**src/inc/sfd_pkg.sv**
```systemverilog
// package of constants shared by the switch fault diagnostics block
`default_nettype none
package sfd_pkg;
	// ***********************************************************
	// sizes
	// ***********************************************************
	localparam int NCH    = 4;              // output channels
	localparam int FILT_N = 8;              // persistence-filtered conditions
	localparam int REP_W  = 16;             // report vector width

	// ***********************************************************
	// timing
	// ***********************************************************
	localparam int CLK_MHZ          = 50;   // system clock rate
	localparam int MEASURE_TIME_NS  = 10000;  // least dwell before a state change
	localparam int PERSIST_CYC      = (MEASURE_TIME_NS * CLK_MHZ + 999) / 1000;
	localparam int PERSIST_W        = 10;   // counter width, holds PERSIST_CYC
	localparam logic [PERSIST_W-1:0] PERSIST_LAST = PERSIST_W'(PERSIST_CYC - 1);

	// ***********************************************************
	// filter input positions
	// ***********************************************************
	localparam int F_SUP_LOW  = 0;          // switch supply low
	localparam int F_SUP_OVER = 1;          // switch supply over voltage
	localparam int F_SUP_UNDR = 2;          // switch supply under voltage
	localparam int F_LOG_UV   = 3;          // logic supply under voltage
	localparam int F_OT0      = 4;          // first channel over temperature

	// ***********************************************************
	// report vector layout (masks, clear, irq use it too)
	// ***********************************************************
	localparam int B_SUP_LOW  = 0;          // low voltage warning
	localparam int B_SUP_OVER = 1;          // overvoltage constraint
	localparam int B_SUP_UNDR = 2;          // undervoltage shutdown
	localparam int B_ALL_OT   = 3;          // all channel over temperature
	localparam int B_LINK     = 4;          // link error
	localparam int B_OT0      = 8;          // per channel over temperature
	localparam int B_OC0      = 12;         // per channel over current

	// ***********************************************************
	// master diagnostic register fields
	// ***********************************************************
	localparam int M_LOW  = 4;              // supply low
	localparam int M_OS   = 5;              // supply out of spec
	localparam int M_OT   = 6;              // all channel shutdown
	localparam int M_LINK = 7;              // link error
	localparam int D_OC0  = 4;              // channel channel_diagnostic_registers: over current base

	// ***********************************************************
	// register offsets (byte addresses)
	// ***********************************************************
	localparam logic [7:0] A_MASTER = 8'h00;  // master_diagnostic_register
	localparam logic [7:0] A_CHDIAG = 8'h04;  // channel_diagnostic_registers
	localparam logic [7:0] A_CHEN   = 8'h08;  // channel_enable_field
	localparam logic [7:0] A_FMASK  = 8'h0c;  // fault_indicator_mask
	localparam logic [7:0] A_ACLR   = 8'h10;  // auto_clear_mask
	localparam logic [7:0] A_CLR    = 8'h14;  // clear_report_register
	localparam logic [7:0] A_IRQST  = 8'h18;  // interrupt status, write one to clear
	localparam logic [7:0] A_IRQMSK = 8'h1c;  // interrupt mask

	// ***********************************************************
	// reset values
	// ***********************************************************
	localparam logic [REP_W-1:0] FMASK_RST  = 16'hff1e;  // every constraint and shutdown
	localparam logic [REP_W-1:0] ACLR_RST   = 16'hffff;  // all reports clear themselves
	localparam logic [REP_W-1:0] IRQMSK_RST = 16'h0000;  // interrupts masked
	localparam logic [NCH-1:0]   CHEN_RST   = 4'h0;      // all channels commanded off
endpackage
`default_nettype wire

```
**src/inc/sfd_filt_if.sv**
```systemverilog
// interface between the diagnostics top and its persistence filter
`timescale 1ns/1ps
`default_nettype none
interface sfd_filt_if;
	logic [sfd_pkg::FILT_N-1:0] raw;      // sampled conditions
	logic [sfd_pkg::FILT_N-1:0] stable;   // conditions after dwell check
	modport filt (input raw, output stable);
	modport user (output raw, input stable);
endinterface
`default_nettype wire

```
**src/verilog/sfd_channel_diagnostic_registers.sv**
```systemverilog
// switch fault diagnostics: reports, fault pin, output and clamp control, ahb-lite registers
//
// The placing of the registers and register access over AHB-Lite are this design's own decisions.
`timescale 1ns/1ps
`default_nettype none
module sfd_channel_diagnostic_registers (
	input  wire logic                   clock,
	input  wire logic                   rstn,
	// ahb-lite slave
	input  wire logic                   hsel,
	input  wire logic [31:0]            haddr,
	input  wire logic [1:0]             htrans,
	input  wire logic                   hwrite,
	input  wire logic [2:0]             hsize,
	input  wire logic [31:0]            hwdata,
	input  wire logic                   hready,
	output logic                        hreadyout,
	output logic                        hresp,
	output logic [31:0]                 hrdata,
	// monitor conditions
	input  wire logic                   switch_supply_low_raw,
	input  wire logic                   switch_supply_over_raw,
	input  wire logic                   switch_supply_under_raw,
	input  wire logic                   switch_supply_unpowered,
	input  wire logic                   logic_supply_under_raw,
	input  wire logic [sfd_pkg::NCH-1:0] overtemp_threshold_raw,
	input  wire logic [sfd_pkg::NCH-1:0] current_limit_threshold_raw,
	input  wire logic [sfd_pkg::NCH-1:0] channel_input_pin,
	// consequences
	output logic [sfd_pkg::NCH-1:0]     channel_drive,
	output logic                        clamp_low,
	output logic                        fault_indicator_n_o,
	output logic                        fault_indicator_n_oe,
	output logic                        irq
);
	import sfd_pkg::*;

	// ***********************************************************
	// declarations
	// ***********************************************************
	logic [REP_W-1:0] report;            // held diagnostic reports
	logic [REP_W-1:0] cond;              // live conditions in report layout
	logic [REP_W-1:0] next_report;       // report after this cycle
	logic [REP_W-1:0] fault_mask;        // fault_indicator_mask
	logic [REP_W-1:0] aclr_mask;         // auto_clear_mask
	logic [REP_W-1:0] clr_pulse;         // clear_report_register write strobe
	logic [REP_W-1:0] irq_status;        // sticky interrupt status
	logic [REP_W-1:0] irq_mask;          // interrupt enables
	logic [REP_W-1:0] rep_rise;          // reports newly raised
	logic [REP_W-1:0] report_d;          // report one cycle ago
	logic [NCH-1:0]   chen;              // channel_enable_field
	logic [NCH-1:0]   ch_on_req;         // commanded on, pin or register
	logic [NCH-1:0]   ot_f;              // filtered over temperature
	logic             all_ot;            // every channel hot
	logic             all_off;           // global shutdown
	logic             logic_uv_f;        // filtered logic supply undervoltage
	logic [7:0]       master_reg;        // master_diagnostic_register image
	logic [7:0]       chdiag_reg;        // channel_diagnostic_registers image
	logic             wr_pend;           // write data phase pending
	logic [7:0]       wr_addr;           // address of pending write
	logic             addr_ok;           // valid address phase
	logic             wr_en;             // write data phase this cycle
	logic [31:0]      rd_mux;            // read data selected at address phase

	// ***********************************************************
	// persistence filter
	// ***********************************************************
	sfd_filt_if fi ();

	// supply and temperature conditions pass through the dwell filter, except switch_supply_unpowered, which is used unfiltered
	assign fi.raw[F_SUP_LOW]  = switch_supply_low_raw;
	assign fi.raw[F_SUP_OVER] = switch_supply_over_raw;
	assign fi.raw[F_SUP_UNDR] = switch_supply_under_raw;
	assign fi.raw[F_LOG_UV]   = logic_supply_under_raw;
	assign fi.raw[F_OT0 +: NCH] = overtemp_threshold_raw;

	sfd_persist u_persist (
		.clock (clock),
		.rstn  (rstn),
		.fi    (fi)
	);

	assign ot_f       = fi.stable[F_OT0 +: NCH];
	assign logic_uv_f = fi.stable[F_LOG_UV];
	assign all_ot     = &ot_f;

	// ***********************************************************
	// live conditions in report layout
	// ***********************************************************
	// over current is not filtered: the channel must drop at once
	always_comb begin
		cond                = '0;
		cond[B_SUP_LOW]     = fi.stable[F_SUP_LOW];
		cond[B_SUP_OVER]    = fi.stable[F_SUP_OVER];
		cond[B_SUP_UNDR]    = fi.stable[F_SUP_UNDR];
		cond[B_ALL_OT]      = all_ot;
		cond[B_LINK]        = switch_supply_unpowered;
		cond[B_OT0 +: NCH]  = ot_f;
		cond[B_OC0 +: NCH]  = current_limit_threshold_raw & ch_on_req;
	end

	// ***********************************************************
	// report latches
	// ***********************************************************
	// a live condition wins over any clear, so nothing is lost
	assign next_report = cond | (report & ~aclr_mask & ~clr_pulse);

	always_ff @(posedge clock or negedge rstn) begin
		if (!rstn) begin
			report   <= '0;
			report_d <= '0;
		end else begin
			report   <= next_report;
			report_d <= report;
		end
	end

	// ***********************************************************
	// register images
	// ***********************************************************
	// undervoltage drives both field bits, giving code 11
	always_comb begin
		master_reg         = '0;
		master_reg[M_OS]   = report[B_SUP_OVER] | report[B_SUP_UNDR];
		master_reg[M_LOW]  = report[B_SUP_LOW] | report[B_SUP_UNDR];
		master_reg[M_OT]   = report[B_ALL_OT];
		master_reg[M_LINK] = report[B_LINK];
		chdiag_reg         = '0;
		chdiag_reg[0 +: NCH]     = report[B_OT0 +: NCH];
		chdiag_reg[D_OC0 +: NCH] = report[B_OC0 +: NCH];
	end

	// ***********************************************************
	// output and clamp control
	// ***********************************************************
	// link error holds outputs off until its report is cleared
	assign all_off   = all_ot | fi.stable[F_SUP_UNDR] | logic_uv_f | report[B_LINK];
	assign ch_on_req = channel_input_pin | chen;

	// drive is registered; hot or overloaded channels stay off
	always_ff @(posedge clock or negedge rstn) begin
		if (!rstn) begin
			channel_drive <= '0;
		end else if (all_off) begin
			channel_drive <= '0;
		end else begin
			channel_drive <= ch_on_req & ~ot_f & ~cond[B_OC0 +: NCH];
		end
	end

	// one clamp level shared by every channel
	always_ff @(posedge clock or negedge rstn) begin
		if (!rstn) begin
			clamp_low <= 1'b0;
		end else begin
			clamp_low <= fi.stable[F_SUP_OVER] | (|ot_f);
		end
	end

	// ***********************************************************
	// fault indicator
	// ***********************************************************
	// open drain: pin only ever pulled low, so the data is fixed low
	// logic supply undervoltage has no mask bit and always pulls
	always_ff @(posedge clock or negedge rstn) begin
		if (!rstn) begin
			fault_indicator_n_oe <= 1'b0;
		end else begin
			fault_indicator_n_oe <= (|(report & fault_mask)) | logic_uv_f;
		end
	end
	assign fault_indicator_n_o = 1'b0;

	// ***********************************************************
	// interrupts
	// ***********************************************************
	assign rep_rise = report & ~report_d;

	// a new event in the clear cycle survives the write of one
	always_ff @(posedge clock or negedge rstn) begin
		if (!rstn) begin
			irq_status <= '0;
		end else if (wr_en && wr_addr == A_IRQST) begin
			irq_status <= (irq_status & ~hwdata[REP_W-1:0]) | rep_rise;
		end else begin
			irq_status <= irq_status | rep_rise;
		end
	end

	always_ff @(posedge clock or negedge rstn) begin
		if (!rstn) begin
			irq <= 1'b0;
		end else begin
			irq <= |(irq_status & irq_mask);
		end
	end

	// ***********************************************************
	// ahb-lite slave
	// ***********************************************************
	// zero wait states, always okay; hsize ignored, word access only
	assign hreadyout = 1'b1;
	assign hresp     = 1'b0;
	assign addr_ok   = hsel & htrans[1] & hready;
	assign wr_en     = wr_pend;

	// capture the address phase of a write
	always_ff @(posedge clock or negedge rstn) begin
		if (!rstn) begin
			wr_pend <= 1'b0;
			wr_addr <= '0;
		end else begin
			wr_pend <= addr_ok & hwrite;
			wr_addr <= haddr[7:0];
		end
	end

	// read select; unmapped offsets read zero
	always_comb begin
		rd_mux = '0;
		unique case (haddr[7:0])
			A_MASTER: rd_mux[7:0]       = master_reg;
			A_CHDIAG: rd_mux[7:0]       = chdiag_reg;
			A_CHEN:   rd_mux[NCH-1:0]   = chen;
			A_FMASK:  rd_mux[REP_W-1:0] = fault_mask;
			A_ACLR:   rd_mux[REP_W-1:0] = aclr_mask;
			A_IRQST:  rd_mux[REP_W-1:0] = irq_status;
			A_IRQMSK: rd_mux[REP_W-1:0] = irq_mask;
			default:  rd_mux = '0;
		endcase
	end

	// read data is taken at the address phase and stands in the data phase
	always_ff @(posedge clock or negedge rstn) begin
		if (!rstn) begin
			hrdata <= '0;
		end else if (addr_ok && !hwrite) begin
			hrdata <= rd_mux;
		end
	end

	// writable configuration registers
	always_ff @(posedge clock or negedge rstn) begin
		if (!rstn) begin
			chen       <= CHEN_RST;
			fault_mask <= FMASK_RST;
			aclr_mask  <= ACLR_RST;
			irq_mask   <= IRQMSK_RST;
		end else if (wr_en) begin
			unique case (wr_addr)
				A_CHEN:   chen       <= hwdata[NCH-1:0];
				A_FMASK:  fault_mask <= hwdata[REP_W-1:0];
				A_ACLR:   aclr_mask  <= hwdata[REP_W-1:0];
				A_IRQMSK: irq_mask   <= hwdata[REP_W-1:0];
				default:  ;
			endcase
		end
	end

	// clear strobe lasts the data phase cycle only
	assign clr_pulse = (wr_en && wr_addr == A_CLR) ? hwdata[REP_W-1:0] : '0;
endmodule
`default_nettype wire

```
**src/verilog/sfd_persist.sv**
```systemverilog
// persistence filter: a condition changes only after it held for the dwell time
`timescale 1ns/1ps
`default_nettype none
module sfd_persist (
	input  wire logic  clock,
	input  wire logic  rstn,
	sfd_filt_if.filt   fi
);
	import sfd_pkg::*;

	// ***********************************************************
	// one counter per condition
	// ***********************************************************
	genvar g;
	generate
		for (g = 0; g < FILT_N; g++) begin : g_bit
			logic [PERSIST_W-1:0] cnt;   // cycles the new level has held
			logic                 st;    // reported level

			// restart on any bounce, so short excursions never report
			always_ff @(posedge clock or negedge rstn) begin
				if (!rstn) begin
					cnt <= '0;
					st  <= 1'b0;
				end else if (fi.raw[g] == st) begin
					cnt <= '0;
				end else if (cnt == PERSIST_LAST) begin
					st  <= fi.raw[g];
					cnt <= '0;
				end else begin
					cnt <= cnt + 1'b1;
				end
			end
			assign fi.stable[g] = st;
		end
	endgenerate
endmodule
`default_nettype wire

```
**config.mk**
```make
export PLATFORM = sky130hd
export DESIGN_NAME = sfd_channel_diagnostic_registers
export DESIGN_NICKNAME = d
export VERILOG_FILES = /design/src/inc/sfd_pkg.sv /design/src/inc/sfd_filt_if.sv /design/src/verilog/sfd_channel_diagnostic_registers.sv /design/src/verilog/sfd_persist.sv
export SDC_FILE = /design/constraint.sdc
export NUM_CORES = 1
export LEC_CHECK = 0
export ABC_CLOCK_PERIOD_IN_PS = 4100
export BUFFER_PORTS_ARGS = -buffer_cell sky130_fd_sc_hd__buf_2
export CORE_AREA = 2 2 123 155
export CTS_BUF_LIST = sky130_fd_sc_hd__clkbuf_4 sky130_fd_sc_hd__clkbuf_8
export DETAILED_ROUTE_END_ITERATION = 10
export DIE_AREA = 0 0 125 157
export PLACE_DENSITY = 0.76
export SYNTH_ARGS = -nofsm -noshare
export SYNTH_HDL_FRONTEND = slang
export SYNTH_SLANG_ARGS = --single-unit
```
**constraint.sdc**
```tcl
create_clock -name clock -period 4.1 [get_ports clock]
set_input_delay 0.41 -clock clock [delete_from_list [all_inputs] [get_ports clock]]
set_output_delay 0.41 -clock clock [all_outputs]
set_load 0.02 [all_outputs]
```
==> results of run 1 <==
[kinds of logic (layout without fill, tap and decap cells)]
group | after synthesis | in the layout | share of synthesized area (%)
buf+inv | 68 | 168 | 3.461
other cells | 2 | 20 | 0.07667
fa+ha+maj | 8 | 8 | 1.022
xor+xnor | 70 | 70 | 6.259
flops | 220 | 220 | 56.56
simple gates | 295 | 295 | 15.15
compound gates | 120 | 120 | 9.388
mux | 71 | 71 | 8.085
[final cells by class]
cell class / count / area (um2)
Sequential cell: 220 / 5540
Clock inverter: 9 / 98.84
Timing Repair Buffer: 76 / 420.4
Multi-Input combinational cell: 583 / 3980
Inverter: 24 / 90.09
Clock buffer: 59 / 755.7
Fill cell: 1438 / 6857
Antenna cell: 1 / 2.502
Tap cell: 228 / 285.3
[power by group through the flow]
stage / Sequential [mW] / Clock (mW) / Combinational (mW)
final: 2.35 / 2.18 / 0.329
after detailed placement: 2.39 / 0 / 0.329
after global placement: 2.38 / 0 / 0.323
after floorplan: 2.37 / 0 / 0.205
after CTS: 2.35 / 2.23 / 0.333
after global routing: 2.36 / 2.33 / 0.371
[per-layer routing]
| layer | global-route usage, % | up-vias | wire, um |
|---|---|---|---|
| met5 | 0 | - | 0 |
| met4 | 10.69 | 0 | 849 |
| met3 | 4.487 | 55 | 1169 |
| met2 | 38.22 | 218 | 10780 |
| met1 | 28.72 | 3397 | 8988 |
| li1 | - | 3214 | - |
[cells in the mapped netlist, types with 7 or more instances]
cell type | instances | share of area (%)
clkbuf_1 | 19 | 0.73
a221oi_1 | 8 | 0.72
mux2_2 | 65 | 7.5
nor3_1 | 19 | 0.97
o21ai_0 | 11 | 0.56
a22oi_1 | 23 | 1.8
a31o_2 | 7 | 0.63
a22o_1 | 28 | 2.5
buf_4 | 20 | 1.5
and2_1 | 12 | 0.77
a21oi_1 | 9 | 0.46
dfrtp_1 | 192 | 49
nor2_1 | 87 | 3.3
o22ai_1 | 8 | 0.51
inv_1 | 24 | 0.92
xnor2_1 | 26 | 2.3
ha_1 | 8 | 1.0
nand3_1 | 21 | 1.1
nand2_1 | 70 | 2.7
xor2_1 | 44 | 3.9
and4_1 | 8 | 0.72
and3_1 | 7 | 0.45
nand4_1 | 27 | 1.7
dfstp_2 | 28 | 7.5
[sequential cells by signal (all words and copies together) (netlist names)]
register	flops
irq	1
wr_en	1
irq_mask	16
wr_addr	8
aclr_mask	16
channel_drive	4
u_persist.g_bit.cnt	80
u_persist.g_bit.st	8
fault_mask	16
irq_status	16
report	16
hrdata	16
chen	4
report_d	16
fault_indicator_n_oe	1
clamp_low	1
[worst min-delay path by stage]
stage / from / end / slack, ns / cells past startpoint
6_report: rstn / wr_addr[6]$_DFF_PN0_ / -0.003 / 1
5_1_grt: haddr[1] / wr_addr[1]$_DFF_PN0_ / 0.02 / 1
4_1_cts: rstn / u_persist.g_bit[5].cnt[4]$_DFF_PN0_ / 0.009 / 1
3_5_place_dp: report_d[3]$_DFF_PN0_ / irq_status[3]$_DFF_PN0_ / 0.40 / 1
3_3_place_gp: report[13]$_DFF_PN0_ / report_d[13]$_DFF_PN0_ / 0.39 / 0
2_1_floorplan: rstn / channel_drive[0]$_DFF_PN0_ / 0.11 / 0
[per-stage QoR]
step | cells | setup slack, ns | cell area, um2 | hold WS, ns
finish | 1200 | 1.862 | 11170 | -0.002739
global route | 1199 | 1.727 | 11170 | 0.01972
CTS | 1199 | 1.877 | 11170 | 0.009069
detailed placement | 1131 | 1.780 | 10320 | 0.4027
global placement | 1131 | 1.804 | 10320 | 0.3903
floorplan | 871 | 2.134 | 9859 | 0.1144
[critical path: cells and delay by family, from the launching register on]
| kind | cells | cell delay, ns |
|---|---|---|
| simple gates | 3 | 1.33 |
| mux | 1 | 0.43 |
| flops | 1 | 0.36 |
==> results.yml, run 1 <==
timing:
  setup_tns_ns: 0
  min_period_ns: 2.238
  slew_headroom_pct: 27.98
  rsz0062_at_grt: "no"
  setup-violations-final: 0
  worst_clock_skew_ns: 0.03329
  drv_slew: 0
  finalHoldViolCount: 5
  fmax_ghz: 0.4469
  timing.final.crit_share_pct: 54.57
  whs_ns: -0.002739
  tightest_slew_ns: 1.076
worst_setup_path:
  critical_path_class: "register to register"
  critical_path_required_ns: 4.48
  r2r-end: "fault_mask[0]$_DFFE_PN0P_"
  r2r_cells: 4
  worstSetupEndpoint: "fault_mask[0]$_DFFE_PN0P_"
  cp_max_fo: 16
  r2r-start: "wr_addr[5]$_DFF_PN0_"
  critical-path-slowest-cell: "or4b_1"
  crit_path_end_kind: "register"
  arrival_ns: 2.62
  r2r_slack_ns: 1.86
  cp-start-kind: "register"
  crit_path_start: "wr_addr[5]$_DFF_PN0_"
  path_cells: "nor3_2, nand2_1, or4b_1, mux2_2"
  cpPeakStageDelay_ns: 0.91
cts:
  clk_pin_slew_worst_paths_ns: 0.05
  cts_tree: "done"
  ctsRootBufferMaster: "clkbuf_8"
  clock_latency_ns: 0.53
  cts_setup_buffers: 0
  cts_sinks: 220
  cts_resized: 0
  numCtsBuffers: 38
  ctsHoldBuffers: 0
  clockBufferDepth: 3
  cts_max_level: 2
power_and_ir_drop:
  power_density_nw_per_um2: 434.9
  p_int_mw: 3.703
  p_seq_share_pct: 48.4
  p_sw_mw: 1.156
  ir_drop_v: 0.0002972
  p_clk_share_pct: 44.8
  p_leak_nw: 5.006
  netSwitchingFraction_pct: 23.79
  fin_total_pwr_mw: 4.860
  pwr-share-comb_pct: 6.8
drt:
  vias: 6884
  via_per_inst: 5.737
  first_iter_violations: 492
  wl_um: 21790
  firstDrtPassIters: 5
  routedWlPerCell_um: 18.16
  drc_errors: 0
  ant_nets: 0
global_route:
  antenna_found_initial: 1
  grt_first_pass_wirelength_um: 35580
  grt_start_max_net_pins: 123
  first_global_vias: 6955
  grt_util_all_layers_pct: 22.79
  grt_remaining_overflow: 0
die:
  core_area_um2: 18030
  die_w_um: 125
  fp-row-count: 55
  start_util_pct: 54.33
  ios: 133
  die-area_um2: 19630
  die_h_um: 157
synth:
  syn_avg_cell_area_um2: 11.47
  ys_seq_elements: 220
  synth-edff-count: 0
  synth_async_sr_flop_share_pct: 100.0
  yosysSeqAreaShare_pct: 56.56
  synth_ff_type: "dfrtp_1"
  syn_inst: 854
  yosysWarningCount: 0
  yosysUniqueCellTypes: 58
  post_synth_instance_area_um2: 9796
cells_and_area:
  finalNetCount: 1042
  layout_common_cells: "192 x dfrtp_1, 87 x nor2_1, 70 x nand2_1"
  final_util_pct: 61.97
  area.growth.synth_to_final_pct: 14.06
  layout-drive-gt1-share_pct: 25.75
  final_common_cell: "dfrtp_1"
placement:
  io_buffers: 69
  dp_hpwl_um: 14720
  gp_congestion: 0.8858
min_path:
  hold_class: "primary input to async pin"
run_status:
  violations: "negative hold slack"
  outcome: "finished with violations"
flow_run:
  maxCapViolations: 0
No activity file was read; power rests on OpenSTA's default activity.
==> run 2: changes to the inputs <==
ABC_CLOCK_PERIOD_IN_PS = 2100   (was 4100)
clock period = 2.1 ns   (was 4.1 ns; I/O delays follow)
==> run 2 against run 1 <==
The run now ends clean. Clock power grew 84%. Clock-buffer cell count down 1. Non-clock buffer count increased by 51. Global-route usage is 0.84 points higher. Sequential power grew 96%. Utilization up 2.5 points. Die area stayed put. Hold slack better by 0.0080 ns. Register-to-register slack got worse by 1.7 ns. Critical path type is now primary input to register. Largest cell class unchanged. Largest power group unchanged.
==> results.yml, run 2 (synthesis gave the netlist of run 1 again) <==
worst_setup_path:
  cp_max_fo: 8
  critical-path-slowest-cell: "or4_4"
  cpPeakStageDelay_ns: 0.57
  critical_path_class: "primary input to register"
  crit_path_start: "haddr[7]"
  crit_path_end_kind: "register"
  r2r_cells: 5
  cp-start-kind: "primary input"
  arrival_ns: 2.50
  r2r-start: "wr_addr[5]$_DFF_PN0_"
  path_cells: "dlygate4sd3_1, buf_2, or4_4, or3b_1, o22ai_1, a22o_1"
  r2r-end: "fault_mask[5]$_DFFE_PN0P_"
  r2r_slack_ns: 0.18
  critical_path_required_ns: 2.55
  worstSetupEndpoint: "hrdata[11]$_DFFE_PN0P_"
power_and_ir_drop:
  fin_total_pwr_mw: 9.340
  power_density_nw_per_um2: 803.5
  ir_drop_v: 0.0005827
  p_leak_nw: 5.214
drt:
  highest_layer: "met4"
  drc_errors: 0
  wl_um: 22840
  routedWlPerCell_um: 18.33
  vias: 7180
  met1_length_um: 9171
  firstDrtPassIters: 5
  ant_nets: 0
  via_per_inst: 5.762
  met3_length_um: 1281
  first_iter_violations: 626
  met2_length_um: 11540
timing:
  finalHoldViolCount: 0
  tightest_slew_ns: 0.9324
  drv_slew: 0
  setup-violations-final: 0
  timing.final.crit_share_pct: 97.66
  min_period_ns: 2.051
  fmax_ghz: 0.4876
  slew_headroom_pct: 37.72
  whs_ns: 0.005265
  setup_tns_ns: 0
  worst_clock_skew_ns: 0.01750
  rsz0062_at_grt: "no"
cells_and_area:
  top_register: "u_persist.g_bit.cnt"
  final_util_pct: 64.48
  layout-drive-gt1-share_pct: 25.44
  layout_common_cells: "192 x dfrtp_1, 87 x nor2_1, 70 x nand2_1"
  final_common_cell: "dfrtp_1"
  largest_reg_flops: 80
  final_area_um2: 11620
  finalNetCount: 1091
  diodes: 0
  area.growth.synth_to_final_pct: 18.67
placement:
  dpl_cell_area_um2: 10450
  dp_hpwl_um: 15320
  io_buffers: 69
  gp_congestion: 0.8634
global_route:
  grt_remaining_overflow: 0
  grt_first_pass_wirelength_um: 36960
  grt_util_all_layers_pct: 23.64
  grt_start_max_net_pins: 72
  first_global_vias: 7335
  antenna_found_initial: 0
cts:
  cts_max_level: 2
  ctsHoldBuffers: 38
  cts_sinks: 220
  cts_tree: "done"
  clockBufferDepth: 3
  cts_setup_buffers: 0
  cts_resized: 0
  numCtsBuffers: 36
  ctsRootBufferMaster: "clkbuf_8"
  clk_pin_slew_worst_paths_ns: 0.06
  clock_latency_ns: 0.52
flow_run:
  maxCapViolations: 0
die:
  die_h_um: 157
  fp-row-count: 55
  die-area_um2: 19630
  die_w_um: 125
  start_util_pct: 54.33
  core_area_um2: 18030
  ios: 133
run_status:
  outcome: "completed"
min_path:
  hold_class: "primary input to register"
==> run 2: worst max-delay path: cells and delay by family <==
family	cells	cell delay, ns
buf+inv	2	0.67
compound gates	2	0.51
simple gates	2	1.11
==> run 2: final cells by class <==
type                       count  area [um2]
fill                        1406        6405
sequential                   220        5540
multi-input combinational    583        3980
timing repair buffer         127       935.9
clock buffer                  58       735.7
tap                          228       285.3
inverter                      24       90.09
clock inverter                 6       57.56
==> run 2: routing by layer <==
metal / up-vias / track usage, %
met5: - / 0
met4: 0 / 11.11
met2: 253 / 41.38
met1: 3580 / 28.55
met3: 58 / 4.215
li1: 3289 / -
==> run 2: where the power goes <==
group,internal (mW),leakage [nW],switching (mW)
combinational,0.313,2.06,0.415
sequential,4.43,2.73,0.162
clock,2.34,0.421,1.67
==> run 2: per-stage QoR <==
| stage | std cells | setup slack [ns] |
|---|---|---|
| 6_report | 1246 | 0.04923 |
| 3_5_place_dp | 1144 | 0.1166 |
| 3_3_place_gp | 1144 | 0.1159 |
| 2_1_floorplan | 871 | 0.2447 |
| 4_1_cts | 1246 | 0.06413 |
| 5_1_grt | 1246 | 0.02333 |
==> run 2: worst min-delay path by stage <==
stage	from	to	slack (ns)	cells after the start
floorplan	rstn	channel_drive[0]$_DFF_PN0_	-0.09	0
finish	hwdata[8]	fault_mask[8]$_DFFE_PN1P_	0.005	2
detailed placement	rstn	wr_addr[7]$_DFF_PN0_	0.22	1
global placement	rstn	wr_addr[6]$_DFF_PN0_	0.21	1
global route	channel_input_pin[3]	channel_drive[3]$_DFF_PN0_	0.01	3
CTS	hwdata[8]	fault_mask[8]$_DFFE_PN1P_	0.001	2
==> run 3: changes to the inputs <==
MAX_ROUTING_LAYER = met4   (was not set)
==> run 3 against run 2 <==
Cell count is the same. Clock skew increased by 0.0026 ns. Non-clock buffer count unchanged. Hold slack got worse by 0.0049 ns. Global-route usage grew 0.75 points. Critical endpoint unchanged. Highest routed layer unchanged.
==> results.yml, run 3 (synthesis gave the netlist of run 1 again) <==
run_status:
  outcome: "completed"
cells_and_area:
  diodes: 0
  area.growth.synth_to_final_pct: 18.67
  regArea_um2: 5540
  largest_reg_flops: 80
  multi_input_area_um2: 3980
  fillers: 1406
  top_register: "u_persist.g_bit.cnt"
  final_common_cell: "dfrtp_1"
  layout-drive-gt1-share_pct: 25.44
  finalNetCount: 1091
  layout_common_cells: "192 x dfrtp_1, 87 x nor2_1, 70 x nand2_1"
cts:
  ctsRootBufferMaster: "clkbuf_8"
  cts_max_level: 2
  cts_resized: 0
  clk_pin_slew_worst_paths_ns: 0.06
  cts_sinks: 220
  cts_tree: "done"
  clockBufferDepth: 3
  numCtsBuffers: 36
  clock_latency_ns: 0.52
die:
  ios: 133
  die_w_um: 125
  fp-row-count: 55
  start_util_pct: 54.33
  core_area_um2: 18030
  die-area_um2: 19630
  die_h_um: 157
worst_setup_path:
  cp_max_fo: 8
  cpPeakStageDelay_ns: 0.57
  path_cells: "dlygate4sd3_1, buf_2, or4_4, or3b_1, o22ai_1, a22o_1"
  critical_path_required_ns: 2.56
  critical_path_class: "primary input to register"
  critPathTopFamily: "simple AND/OR/NAND/NOR gates"
  crit_path_end_kind: "register"
  arrival_ns: 2.51
  critical-path-slowest-cell: "or4_4"
  cp-start-kind: "primary input"
  r2r_slack_ns: 0.18
  critPathBufInv: 2
timing:
  slew_headroom_pct: 37.57
  timing.final.crit_share_pct: 97.62
  setup_tns_ns: 0
  finalHoldViolCount: 0
  min_period_ns: 2.050
  fmax_ghz: 0.4878
  setup-violations-final: 0
  tightest_slew_ns: 0.9346
  rsz0062_at_grt: "no"
  drv_slew: 0
  worst_clock_skew_ns: 0.02006
drt:
  met3_length_um: 1199
  highest_layer: "met4"
  ant_nets: 0
  first_iter_violations: 608
  wl_um: 22840
  drc_errors: 0
  met1_length_um: 9235
  firstDrtPassIters: 5
  routedWlPerCell_um: 18.33
  met2_length_um: 11510
  via_per_inst: 5.739
  vias: 7151
placement:
  gp_congestion: 0.8774
  io_buffers: 69
  dp_hpwl_um: 15320
flow_run:
  maxCapViolations: 0
global_route:
  antenna_found_initial: 0
  grt_util_all_layers_pct: 24.38
  grt_start_max_net_pins: 72
  grt_remaining_overflow: 0
  first_global_vias: 7326
  grt_first_pass_wirelength_um: 36980
min_path:
  hold_class: "primary input to register"
power_and_ir_drop:
  fin_total_pwr_mw: 9.346
  ir_drop_v: 0.0005861
  power_density_nw_per_um2: 804.0
  p_leak_nw: 5.214
-- run 3: cell counts in the layout (fill, tap and decap cells not counted) --
No cell type changed its count.
-- run 3: area by class of cell --
type,count,area share (%)
Sequential cell,220,47.66
Inverter,24,0.7749
Tap cell,228,2.454
Multi-Input combinational cell,583,34.24
Timing Repair Buffer,127,8.051
Clock buffer,58,6.329
Clock inverter,6,0.4951
-- run 3: where the power goes --
part           switching (mW)  internal [mW]  total [mW]
clock                    1.68           2.34        4.02
sequential              0.162           4.43        4.60
combinational           0.414          0.313       0.727
-- run 3: worst reg2reg max path, stage by stage (launching register included) --
cell	delay [ns]
dfrtp_1	0.37
nor3_2	0.32
nand2_1	0.11
or4b_1	0.47
buf_4	0.24
mux2_2	0.30
-- run 3: repair_timing --
| action | CTS | global route |
|---|---|---|
| buffers inserted | 0 | 0 |
| hold buffers | 38 | 0 |
| endpoints found under the hold margin | 103 | 0 |
-- run 3: stage by stage --
stage               setup slack [ns]  util [%]  std cells  cell area, um2  hold WS, ns
finish                       0.05007     64.48       1246           11620    0.0003590
global route                 0.02333     64.48       1246           11620      0.01350
CTS                          0.06413     64.48       1246           11620    0.0009691
detailed placement            0.1166     57.97       1144           10450       0.2154
global placement              0.1159     57.97       1144           10450       0.2133
floorplan                     0.2447         -        871            9859     -0.08559
-- run 3: final timing paths --
path                                                  end                   from  cells after the start
worst max-delay path               hrdata[11]$_DFFE_PN0P_               haddr[7]                      6
worst min-delay path            fault_mask[8]$_DFFE_PN1P_              hwdata[8]                      2
worst max register to register  fault_mask[5]$_DFFE_PN0P_   wr_addr[5]$_DFF_PN0_                      5
worst min register to register    irq_status[3]$_DFF_PN0_  report_d[3]$_DFF_PN0_                      1
max in group asynchronous        aclr_mask[3]$_DFFE_PN1P_                   rstn                      3
min in group asynchronous            wr_addr[7]$_DFF_PN0_                   rstn                      2
-- run 3: per-layer routing --
layer	vias to the layer above	track usage [%]
li1	3281	-
met1	3573	28.91
met2	233	41.36
met3	64	3.977
met4	0	10.95
met5	-	-
